## src/phec_defs.svh

```systemverilog
// Constants for the PHY error-count and control register bank.
// Assumes a 250 MHz device clock and 5-bit management register addresses.
`ifndef PHEC_DEFS_SVH
`define PHEC_DEFS_SVH

// Register addresses
`define PHEC_REG_RXERR 5'h15
`define PHEC_REG_CTL 5'h17

// Control register fields
`define PHEC_BIT_SAT 13
`define PHEC_BIT_TXTRI 12
`define PHEC_BIT_IRQEN 11
`define PHEC_BIT_PRESUP 10
`define PHEC_BIT_SPEED 9
`define PHEC_BIT_DUPLEX 8
`define PHEC_BIT_ACTBOTH 7
`define PHEC_BIT_OFF_LO 1
`define PHEC_BIT_NOSTRETCH 0
`define PHEC_CTL_WMASK 16'h3cff

// Reset values
`define PHEC_CTL_RST 16'h0000
`define PHEC_CNT_RST 16'h0000
`define PHEC_CNT_MAX 16'hffff

// Timing
`define PHEC_CLK_HZ 250000000
`define PHEC_MS_PER_S 1000
`define PHEC_STRETCH_MIN_MS 48
`define PHEC_STRETCH_MAX_MS 72

`endif

```

## src/phec_pkg.sv

```systemverilog
// Types shared by the register bank modules.
// Assumes phec_defs.svh supplies the numeric constants.
package phec_pkg;
  typedef logic [15:0] phec_word_t;
  typedef enum logic [2:0] {
    PHEC_IND_SPEED = 3'h0,
    PHEC_IND_FDX = 3'h1,
    PHEC_IND_COL = 3'h2,
    PHEC_IND_LINK = 3'h3,
    PHEC_IND_TXACT = 3'h4,
    PHEC_IND_RX = 3'h5
  } phec_ind_e;
  localparam int PHEC_NUM_IND = 6;
endpackage

```

## src/phec_cnt_if.sv

```systemverilog
// Interface between the register bank and its event counter.
// Assumes one clock domain shared by both ends.
`timescale 1ns/1ns
`default_nettype none
interface phec_cnt_if #(parameter int W = 16);
  logic inc;
  logic clr;
  logic sat;
  logic [W-1:0] count;
  modport ctl (output inc, output clr, output sat, input count);
  modport cnt (input inc, input clr, input sat, output count);
endinterface
`default_nettype wire

```

## src/phec_cnt.sv

```systemverilog
// Event counter with clear, wrap or saturate at all ones.
// Assumes clear and increment are single-cycle strobes on mclk.
`timescale 1ns/1ns
`default_nettype none
module phec_cnt #(
  parameter int W = 16
) (
  // Clock and reset
  input wire logic mclk,
  input wire logic sys_rst,
  // Counter port
  phec_cnt_if.cnt cif
);
  logic [W-1:0] cnt_r;
  logic [W-1:0] cnt_nxt;
  logic [W-1:0] base;

  always_comb
  begin
    // Clear and event together leave a count of one
    base = cif.clr ? '0 : cnt_r;
    cnt_nxt = base;
    if (cif.inc)
    begin
      if (cif.sat && (&base))
        cnt_nxt = base;
      else
        cnt_nxt = base + {{(W-1){1'b0}}, 1'b1};
    end
  end

  always_ff @(posedge mclk)
  begin
    if (sys_rst)
      cnt_r <= '0;
    else
      cnt_r <= cnt_nxt;
  end

  assign cif.count = cnt_r;
endmodule // phec_cnt
`default_nettype wire

```

## src/phec_stretch.sv

```systemverilog
// Indicator pulse stretcher counting millisecond ticks.
// Assumes ms_tick is a one-cycle pulse once per millisecond.
`timescale 1ns/1ns
`default_nettype none
`include "phec_defs.svh"
module phec_stretch #(
  parameter int STRETCH_MS =
    (`PHEC_STRETCH_MIN_MS + `PHEC_STRETCH_MAX_MS) / 2
) (
  // Clock and reset
  input wire logic mclk,
  input wire logic sys_rst,
  // Control
  input wire logic ms_tick,
  input wire logic stretch_dis,
  // Indicator
  input wire logic trig,
  output logic out_r
);
  logic [6:0] left_r;
  logic [6:0] left_nxt;
  logic out_nxt;

  always_comb
  begin
    left_nxt = left_r;
    if (trig)
      left_nxt = 7'(STRETCH_MS);
    else if (ms_tick && (left_r != 7'h00))
      left_nxt = left_r - 7'h01;
    // Hold-off after release lies between STRETCH_MS-1 and STRETCH_MS
    out_nxt = stretch_dis ? trig : (trig | (left_r != 7'h00));
  end

  always_ff @(posedge mclk)
  begin
    if (sys_rst)
    begin
      left_r <= 7'h00;
      out_r <= 1'b0;
    end
    else
    begin
      left_r <= left_nxt;
      out_r <= out_nxt;
    end
  end
endmodule // phec_stretch
`default_nettype wire

```

## src/phec_regs.sv

```systemverilog
// Receive error counter and vendor control/status register bank.
// Assumes the device's management frame engine presents decoded
// register reads and writes as one-cycle strobes on mclk.
`timescale 1ns/1ns
`default_nettype none
`include "phec_defs.svh"
module phec_regs #(
  parameter int MS_CYCLES = `PHEC_CLK_HZ / `PHEC_MS_PER_S
) (
  // Clock and reset
  input wire logic mclk,
  input wire logic sys_rst,
  // Management register access
  input wire logic [4:0] mgmt_addr,
  input wire logic mgmt_wr,
  input wire logic mgmt_rd,
  input wire logic [15:0] mgmt_wdata,
  output logic [15:0] mgmt_rdata_r,
  output logic mgmt_rvalid_r,
  // Receive datapath events
  input wire logic rx_pkt_active,
  input wire logic rx_err_sym,
  // Resolved link state
  input wire logic speed_100,
  input wire logic full_duplex,
  // Transmit pair tri-state pin
  input wire logic tx_pair_tristate_pin,
  // Controls to other device logic
  output logic counter_saturate_mode,
  output logic tx_pair_hiz_r,
  output logic mdio_irq_en,
  output logic preamble_supp_en,
  // Indicator activity sources
  input wire logic rx_activity,
  input wire logic tx_activity,
  input wire logic link_up,
  input wire logic collision,
  // Indicator pins
  output logic receive_indicator,
  output logic transmit_activity_indicator,
  output logic link_indicator,
  output logic collision_indicator,
  output logic full_duplex_indicator,
  output logic speed_indicator,
  output logic [5:0] indicator_oe_r
);
  localparam int NI = phec_pkg::PHEC_NUM_IND;

  ////////////////////////////////////////////////////////////////////////
  // Pin synchroniser for the transmit tri-state pin
  logic [2:0] pin_sync_r;
  logic [2:0] pin_sync_nxt;
  logic pin_lvl_r;
  logic pin_lvl_nxt;

  always_comb
  begin
    pin_sync_nxt = {pin_sync_r[1:0], tx_pair_tristate_pin};
    pin_lvl_nxt = pin_lvl_r;
    // A pin change counts once two stages agree
    if (pin_sync_r[1] == pin_sync_r[2])
      pin_lvl_nxt = pin_sync_r[2];
  end

  always_ff @(posedge mclk)
  begin
    if (sys_rst)
    begin
      pin_sync_r <= 3'h0;
      pin_lvl_r <= 1'b0;
    end
    else
    begin
      pin_sync_r <= pin_sync_nxt;
      pin_lvl_r <= pin_lvl_nxt;
    end
  end

  ////////////////////////////////////////////////////////////////////////
  // Millisecond tick divider
  logic [17:0] div_r;
  logic [17:0] div_nxt;
  logic ms_tick_r;
  logic ms_tick_nxt;

  always_comb
  begin
    // One-cycle enable, no derived clock
    ms_tick_nxt = (div_r == 18'(MS_CYCLES - 1));
    div_nxt = ms_tick_nxt ? 18'h00000 : div_r + 18'h00001;
  end

  always_ff @(posedge mclk)
  begin
    if (sys_rst)
    begin
      div_r <= 18'h00000;
      ms_tick_r <= 1'b0;
    end
    else
    begin
      div_r <= div_nxt;
      ms_tick_r <= ms_tick_nxt;
    end
  end

  ////////////////////////////////////////////////////////////////////////
  // Per-packet receive error detection
  logic pkt_act_r;
  logic pkt_act_nxt;
  logic err_seen_r;
  logic err_seen_nxt;
  logic pkt_err_end;

  always_comb
  begin
    pkt_act_nxt = rx_pkt_active;
    // One count when an errored packet ends, however many bad symbols
    pkt_err_end = pkt_act_r && !rx_pkt_active
      && (err_seen_r || rx_err_sym);
    // Flag is dropped between packets
    err_seen_nxt = err_seen_r;
    if (!rx_pkt_active)
      err_seen_nxt = 1'b0;
    else if (rx_err_sym)
      err_seen_nxt = 1'b1;
  end

  always_ff @(posedge mclk)
  begin
    if (sys_rst)
    begin
      pkt_act_r <= 1'b0;
      err_seen_r <= 1'b0;
    end
    else
    begin
      pkt_act_r <= pkt_act_nxt;
      err_seen_r <= err_seen_nxt;
    end
  end

  ////////////////////////////////////////////////////////////////////////
  // Receive error counter
  phec_cnt_if #(.W(16)) rxerr_if ();
  logic rd_rxerr;
  logic rd_ctl;
  logic wr_ctl;
  // Declared here because the counter reads the saturate bit
  phec_pkg::phec_word_t ctl_r;
  phec_pkg::phec_word_t ctl_nxt;

  // Writes to any other address are dropped; reads there return zero
  always_comb
  begin
    rd_rxerr = 1'b0;
    rd_ctl = 1'b0;
    wr_ctl = 1'b0;
    if (mgmt_addr == `PHEC_REG_RXERR)
      rd_rxerr = mgmt_rd;
    if (mgmt_addr == `PHEC_REG_CTL)
    begin
      rd_ctl = mgmt_rd;
      wr_ctl = mgmt_wr;
    end
  end

  // Clear on read; an increment in the same cycle still counts
  assign rxerr_if.inc = pkt_err_end;
  assign rxerr_if.clr = rd_rxerr;
  assign rxerr_if.sat = ctl_r[`PHEC_BIT_SAT];

  phec_cnt #(.W(16)) u_rxerr_cnt (
    .mclk (mclk),
    .sys_rst (sys_rst),
    .cif (rxerr_if.cnt)
  );

  ////////////////////////////////////////////////////////////////////////
  // Control register

  always_comb
  begin
    ctl_nxt = ctl_r;
    // Status and reserved bits never stored
    if (wr_ctl)
      ctl_nxt = mgmt_wdata & `PHEC_CTL_WMASK;
  end

  always_ff @(posedge mclk)
  begin
    if (sys_rst)
      ctl_r <= `PHEC_CTL_RST;
    else
      ctl_r <= ctl_nxt;
  end

  // Same bit drives the external isolate and false carrier counters
  assign counter_saturate_mode = ctl_r[`PHEC_BIT_SAT];
  assign mdio_irq_en = ctl_r[`PHEC_BIT_IRQEN];
  assign preamble_supp_en = ctl_r[`PHEC_BIT_PRESUP];

  ////////////////////////////////////////////////////////////////////////
  // Read path
  phec_pkg::phec_word_t rdata_nxt;
  logic rvalid_nxt;
  phec_pkg::phec_word_t ctl_view;

  always_comb
  begin
    ctl_view = ctl_r & `PHEC_CTL_WMASK;
    ctl_view[`PHEC_BIT_SPEED] = speed_100;
    ctl_view[`PHEC_BIT_DUPLEX] = full_duplex;
    // Count is captured in the cycle that clears it
    rvalid_nxt = mgmt_rd;
    rdata_nxt = 16'h0000;
    if (rd_rxerr)
      rdata_nxt = rxerr_if.count;
    else if (rd_ctl)
      rdata_nxt = ctl_view;
  end

  always_ff @(posedge mclk)
  begin
    if (sys_rst)
    begin
      mgmt_rdata_r <= 16'h0000;
      mgmt_rvalid_r <= 1'b0;
    end
    else
    begin
      mgmt_rdata_r <= rdata_nxt;
      mgmt_rvalid_r <= rvalid_nxt;
    end
  end

  ////////////////////////////////////////////////////////////////////////
  // Transmit pair tri-state and indicator enables
  logic hiz_nxt;
  logic [5:0] oe_nxt;

  always_comb
  begin
    hiz_nxt = ctl_r[`PHEC_BIT_TXTRI] | pin_lvl_r;
    // Enable high while the pin is driven
    oe_nxt = ~ctl_r[`PHEC_BIT_OFF_LO +: 6];
  end

  always_ff @(posedge mclk)
  begin
    if (sys_rst)
    begin
      tx_pair_hiz_r <= 1'b0;
      // Off bits reset clear, so every indicator starts driven
      indicator_oe_r <= 6'h3f;
    end
    else
    begin
      tx_pair_hiz_r <= hiz_nxt;
      indicator_oe_r <= oe_nxt;
    end
  end

  ////////////////////////////////////////////////////////////////////////
  // Indicator stretchers
  logic [NI-1:0] ind_src;
  logic [NI-1:0] ind_out;

  always_comb
  begin
    ind_src = '0;
    ind_src[phec_pkg::PHEC_IND_SPEED] = speed_100;
    ind_src[phec_pkg::PHEC_IND_FDX] = full_duplex;
    ind_src[phec_pkg::PHEC_IND_COL] = collision;
    ind_src[phec_pkg::PHEC_IND_LINK] = link_up;
    ind_src[phec_pkg::PHEC_IND_TXACT] = tx_activity
      | (ctl_r[`PHEC_BIT_ACTBOTH] & rx_activity);
    ind_src[phec_pkg::PHEC_IND_RX] = rx_activity;
  end

  // One stretcher per pin so sources never hold each other lit, except rx_activity on the transmit pin while ACTBOTH is set
  genvar gi;
  generate
    for (gi = 0; gi < NI; gi++)
    begin : g_ind
      phec_stretch u_stretch (
        .mclk (mclk),
        .sys_rst (sys_rst),
        .ms_tick (ms_tick_r),
        .stretch_dis (ctl_r[`PHEC_BIT_NOSTRETCH]),
        .trig (ind_src[gi]),
        .out_r (ind_out[gi])
      );
    end
  endgenerate

  assign speed_indicator = ind_out[phec_pkg::PHEC_IND_SPEED];
  assign full_duplex_indicator = ind_out[phec_pkg::PHEC_IND_FDX];
  assign collision_indicator = ind_out[phec_pkg::PHEC_IND_COL];
  assign link_indicator = ind_out[phec_pkg::PHEC_IND_LINK];
  assign transmit_activity_indicator = ind_out[phec_pkg::PHEC_IND_TXACT];
  assign receive_indicator = ind_out[phec_pkg::PHEC_IND_RX];
endmodule // phec_regs
`default_nettype wire

```

## config.mk

```make
export PLATFORM = sky130hd
export DESIGN_NAME = phec_regs
export DESIGN_NICKNAME = d
export VERILOG_FILES = /design/src/phec_pkg.sv /design/src/phec_cnt_if.sv /design/src/phec_cnt.sv /design/src/phec_stretch.sv /design/src/phec_regs.sv
export VERILOG_INCLUDE_DIRS = /design/src
export SDC_FILE = /design/constraint.sdc
export NUM_CORES = 1
export LEC_CHECK = 0
export ABC_AREA = 1
export BUFFER_PORTS_ARGS = -buffer_cell sky130_fd_sc_hd__clkbuf_2
export CORE_UTILIZATION = 54
export DETAILED_ROUTE_END_ITERATION = 10
export PLACE_DENSITY_LB_ADDON = 0.3
export SYNTH_ARGS = -nofsm -noshare
export SYNTH_HDL_FRONTEND = slang
export SYNTH_SLANG_ARGS = --single-unit
export TNS_END_PERCENT = 50
```

## constraint.sdc

```tcl
create_clock -name mclk -period 2.8 [get_ports mclk]
set_input_delay 0.28 -clock mclk [delete_from_list [all_inputs] [get_ports mclk]]
set_output_delay 0.28 -clock mclk [all_outputs]
set_load 0.005 [all_outputs]
```

==> impl_metrics.csv <==
group,metric,value,unit
timing,slew_headroom,0.482,
global_routing,grt_pass1_vias,4812,
placement,placed_cells,943,
placement,hpwl,8600,um
logic_synthesis,synth_edf_count,0,
drt,wl,12300,um
logic_synthesis,synth.area.mux_share,0,
clock_tree,cts_tree,"done",
run,max-cap-violations,0,
layout,utilization,0.668,
logic_synthesis,ys_ff_latch,125,
logic_synthesis,synth_area_leader_cell,"dfxtp_1",
logic_synthesis,synth_nets,805,
placement,routabilityCongestion,0.865,
logic_synthesis,synth-xor-area-share,0.00784,
logic_synthesis,async_flop_share,0,
logic_synthesis,synthAdderAreaFrac,0.0291,
floorplanning,start_util,0.564,
clock_tree,cts_resized,0,
drt,routedWlPerCell,12.5,um
critical_path,reg2reg_setup_slack,930,ps
critical_path,cp-end-kind,"flop",
critical_path,worstPathArrival,2550,ps
power,power_density,617,mW/mm^2
critical_path,crit_chain,"dlygate4sd3_1 -> clkbuf_2 -> nand2_1 -> inv_2 -> nand3_4 -> inv_1 -> nor2_1 -> ha_1 -> nand2_1 -> inv_1 -> nand3_1 -> nor2_2 -> nand2_1 -> o21ai_0 -> nand2_1 -> nand2_1 -> nor2_1",
logic_synthesis,yosys.area_share.simple,0.285,
timing,hold_viol,0,
drt,num_vias,5090,
clock_tree,cts.reportedPaths.clkPinSlew,50,ps
logic_synthesis,synth_cell_type_count,41,
worst_hold_path,hold_class,"primary input to flop",
power,switching_share,0.219,
timing,fin_crit,2140,ps
critical_path,critPathTopFamily,"simple AND/OR/NAND/NOR gates",
floorplanning,core,0.00991,sq mm
critical_path,cp.required,3210,ps
global_routing,grt_max_degree,45,
global_routing,antenna_found_initial,0,
power,switching_power,896,uW
timing,finalMaxSlewViolations,0,
logic_synthesis,yosys_warnings,0,
logic_synthesis,netlist_area,0.00559,sq mm
critical_path,crit_type,"primary input to flop",
critical_path,endpoint,"u_rxerr_cnt.cif.count[10]",
floorplanning,ioPinCount,67,
layout,nets,881,
drt,firstDrtPassIters,5,
layout,drive_above_1_share,0.144,
clock_tree,cts_hold_buf,5,
power,total_power,4090,uW
drt,viasPerCell,5.19,
layout,final-seq-area,0.00250,sq mm
critical_path,critPathLaunch,"mgmt_rd",
global_routing,grt_usage,0.241,
clock_tree,cts_root_buf,"clkbuf_8",
power,power_frac_clock,0.499,
layout,area_growth,18.5,%
timing,fin_skew,6.80,ps
timing,max_freq,467,MHz
logic_synthesis,postSynthAreaPerCell,7.37,sq um
power,p_leak,0.00286,uW
floorplanning,die_x,104,um
power,max-vdd-ir-drop,0.419,mV
layout,fin_cells,980,
logic_synthesis,postSynthCellCount,758,
logic_synthesis,synth_top_family_by_area,"simple AND/OR/NAND/NOR gates",
logic_synthesis,synth_compound_area_frac,0.132,
global_routing,grt_pass1_wl,21000,um
critical_path,cp_max_fo,4,
clock_tree,cts_made_buffers,17,
critical_path,r2r-start,"u_rxerr_cnt.cif.count[1]",
layout,multi_input_area,0.00254,sq mm
floorplanning,fp.dieH,104,um
logic_synthesis,synth_flop_cell,"dfxtp_1",
logic_synthesis,yosys-top-cells-area,"dfxtp_1 45%, nand2_1 8.8%, nor2_1 8.0%, inv_1 7.9%, a21oi_1 4.2%",
layout,diodes,0,
critical_path,cp_slowest_cell,"dlygate4sd3_1",
power,intPower,3190,uW
critical_path,r2r_cells,12,
timing,setup_viol,0,
status,status,"finished clean",
clock_tree,insertion_delay,520,ps
drt,drt_iter0_drc,245,
clock_tree,clkSinkCount,125,
floorplanning,num_rows,36,
critical_path,critPathMaxStageDelay,530,ps
timing,fin_setup_tns,0,ps
clock_tree,htreeDepth,4,
critical_path,worst-path-stages,17,
critical_path,crit_top_cell,"nand2_1",
layout,nFillCells,830,
clock_tree,clockBufferDepth,2,
critical_path,cp_num_buf_inv,5,
drt,drc,0,
logic_synthesis,synth.yosys.seq_area_share,0.448,
floorplanning,die_area,0.0108,sq mm
timing,post-route-period-util,0.765,
critical_path,reg2reg_to,"u_rxerr_cnt.cif.count[10]",
critical_path,cp-start-kind,"primary input",
power,sequentialPowerShare,0.454,
timing,rsz0062_at_grt,"false",
timing,tightest_slew,772,ps
global_routing,overflow,0,
logic_synthesis,yosys.area.top_type_share,0.448,
power,power_frac_comb,0.048,
placement,port_buffers,62,
clock_tree,post-cts-setup-buffers,0,
drt,ant_nets,0,
power groups by stage:
stage	sequential (uW)	clock, uW	combinational, uW
after floorplan	1880	0	126
after global placement	1890	0	182
after detailed placement	1890	0	188
after CTS	1850	2060	196
after global routing	1860	2140	223
final	1850	2040	195
routing by layer:
metal | wire [um] | global-route usage | vias up
met5 | 0 | 0 | -
met4 | 264 | 0.103 | 0
met3 | 739 | 0.0617 | 29
met2 | 5920 | 0.407 | 155
met1 | 5350 | 0.289 | 2301
li1 | - | - | 2605
tightest hold or removal path, stage by stage:
cell      delay, ps
clkbuf_2         70
o21ai_0          70
nor2_1           80
worst min path at each step:
stage / from / cells after the start / end / slack, ps
after global placement: pin_sync_r[0] / 2 / pin_sync_r[1] / 390
after floorplan: ctl_r[2] / 1 / indicator_oe_r[1] / 390
final: mgmt_wdata[10] / 3 / ctl_r[10] / 20
after CTS: mgmt_wdata[10] / 3 / ctl_r[10] / 4
after detailed placement: pin_sync_r[0] / 2 / pin_sync_r[1] / 400
after global routing: mgmt_wdata[2] / 3 / ctl_r[2] / 40
synth_stat cells, types with 2 or more instances:
cell and count:
a211oi_1 2, a21oi_1 47, a31oi_1 15, buf_1 2
buf_2 5, buf_6 2, clkbuf_1 6, dfxtp_1 125
ha_1 13, inv_1 117, inv_2 2, nand2_1 131
nand3_1 40, nand3_2 3, nand3_4 2, nand3b_1 2
nand4_1 13, nor2_1 119, nor2_2 7, nor2_4 5
nor3_1 12, nor3b_1 3, o211ai_1 3, o21a_1 2
o21ai_0 47, o22ai_1 2, o31ai_1 7, o32ai_1 6
or2_0 2, xor2_1 5
layout by cell type (no fill, tap or decap), types with 12 or more instances in the layout:
cell	synthesis	routed
nand2_1	131	131
a31oi_1	15	15
nand3_1	40	40
a21oi_1	47	47
o21ai_0	47	47
clkbuf_2	0	62
dfxtp_1	125	125
ha_1	13	13
clkbuf_16	0	16
nor2_1	119	119
nand4_1	13	13
inv_1	117	117
nor3_1	12	12
layout make-up:
cell class,instances,share of cell area
repair buffers,73,0.0612
inverters,120,0.0680
flip-flops and latches,125,0.378
well taps,133,0.0251
clock inverters,6,0.00869
clock buffers,26,0.0752
multi-input cells,497,0.384
state kept, by name, summed over array words and instances (netlist names), 3 cells and up:
name	cells
mgmt_rdata_r	16
pin_sync_r	3
g_ind.u_stretch.left_r	42
indicator_oe_r	6
u_rxerr_cnt.cif.count	16
ctl_r	12
div_r	18
g_ind.u_stretch.out_r	6
stage by stage:
step	instance area, sq um	worst slack, ps	hold WS, ps
6_report	6620	658	20.2
5_1_grt	6620	490	38.5
4_1_cts	6620	719	4.50
3_5_place_dp	6010	731	401
3_3_place_gp	6010	749	389
2_1_floorplan	5590	661	386
logic make-up (layout without fill, tap and decap cells):
| kind of cell | Yosys count | after routing |
|---|---|---|
| AO/OA/AOI/OAI | 132 | 132 |
| AND/OR/NAND/NOR | 347 | 347 |
| adder cells (fa/ha/maj) | 13 | 13 |
| XOR/XNOR | 5 | 5 |
| flip-flops | 125 | 125 |
| buffers and inverters | 136 | 225 |
(Power assumes the default switching activity.)
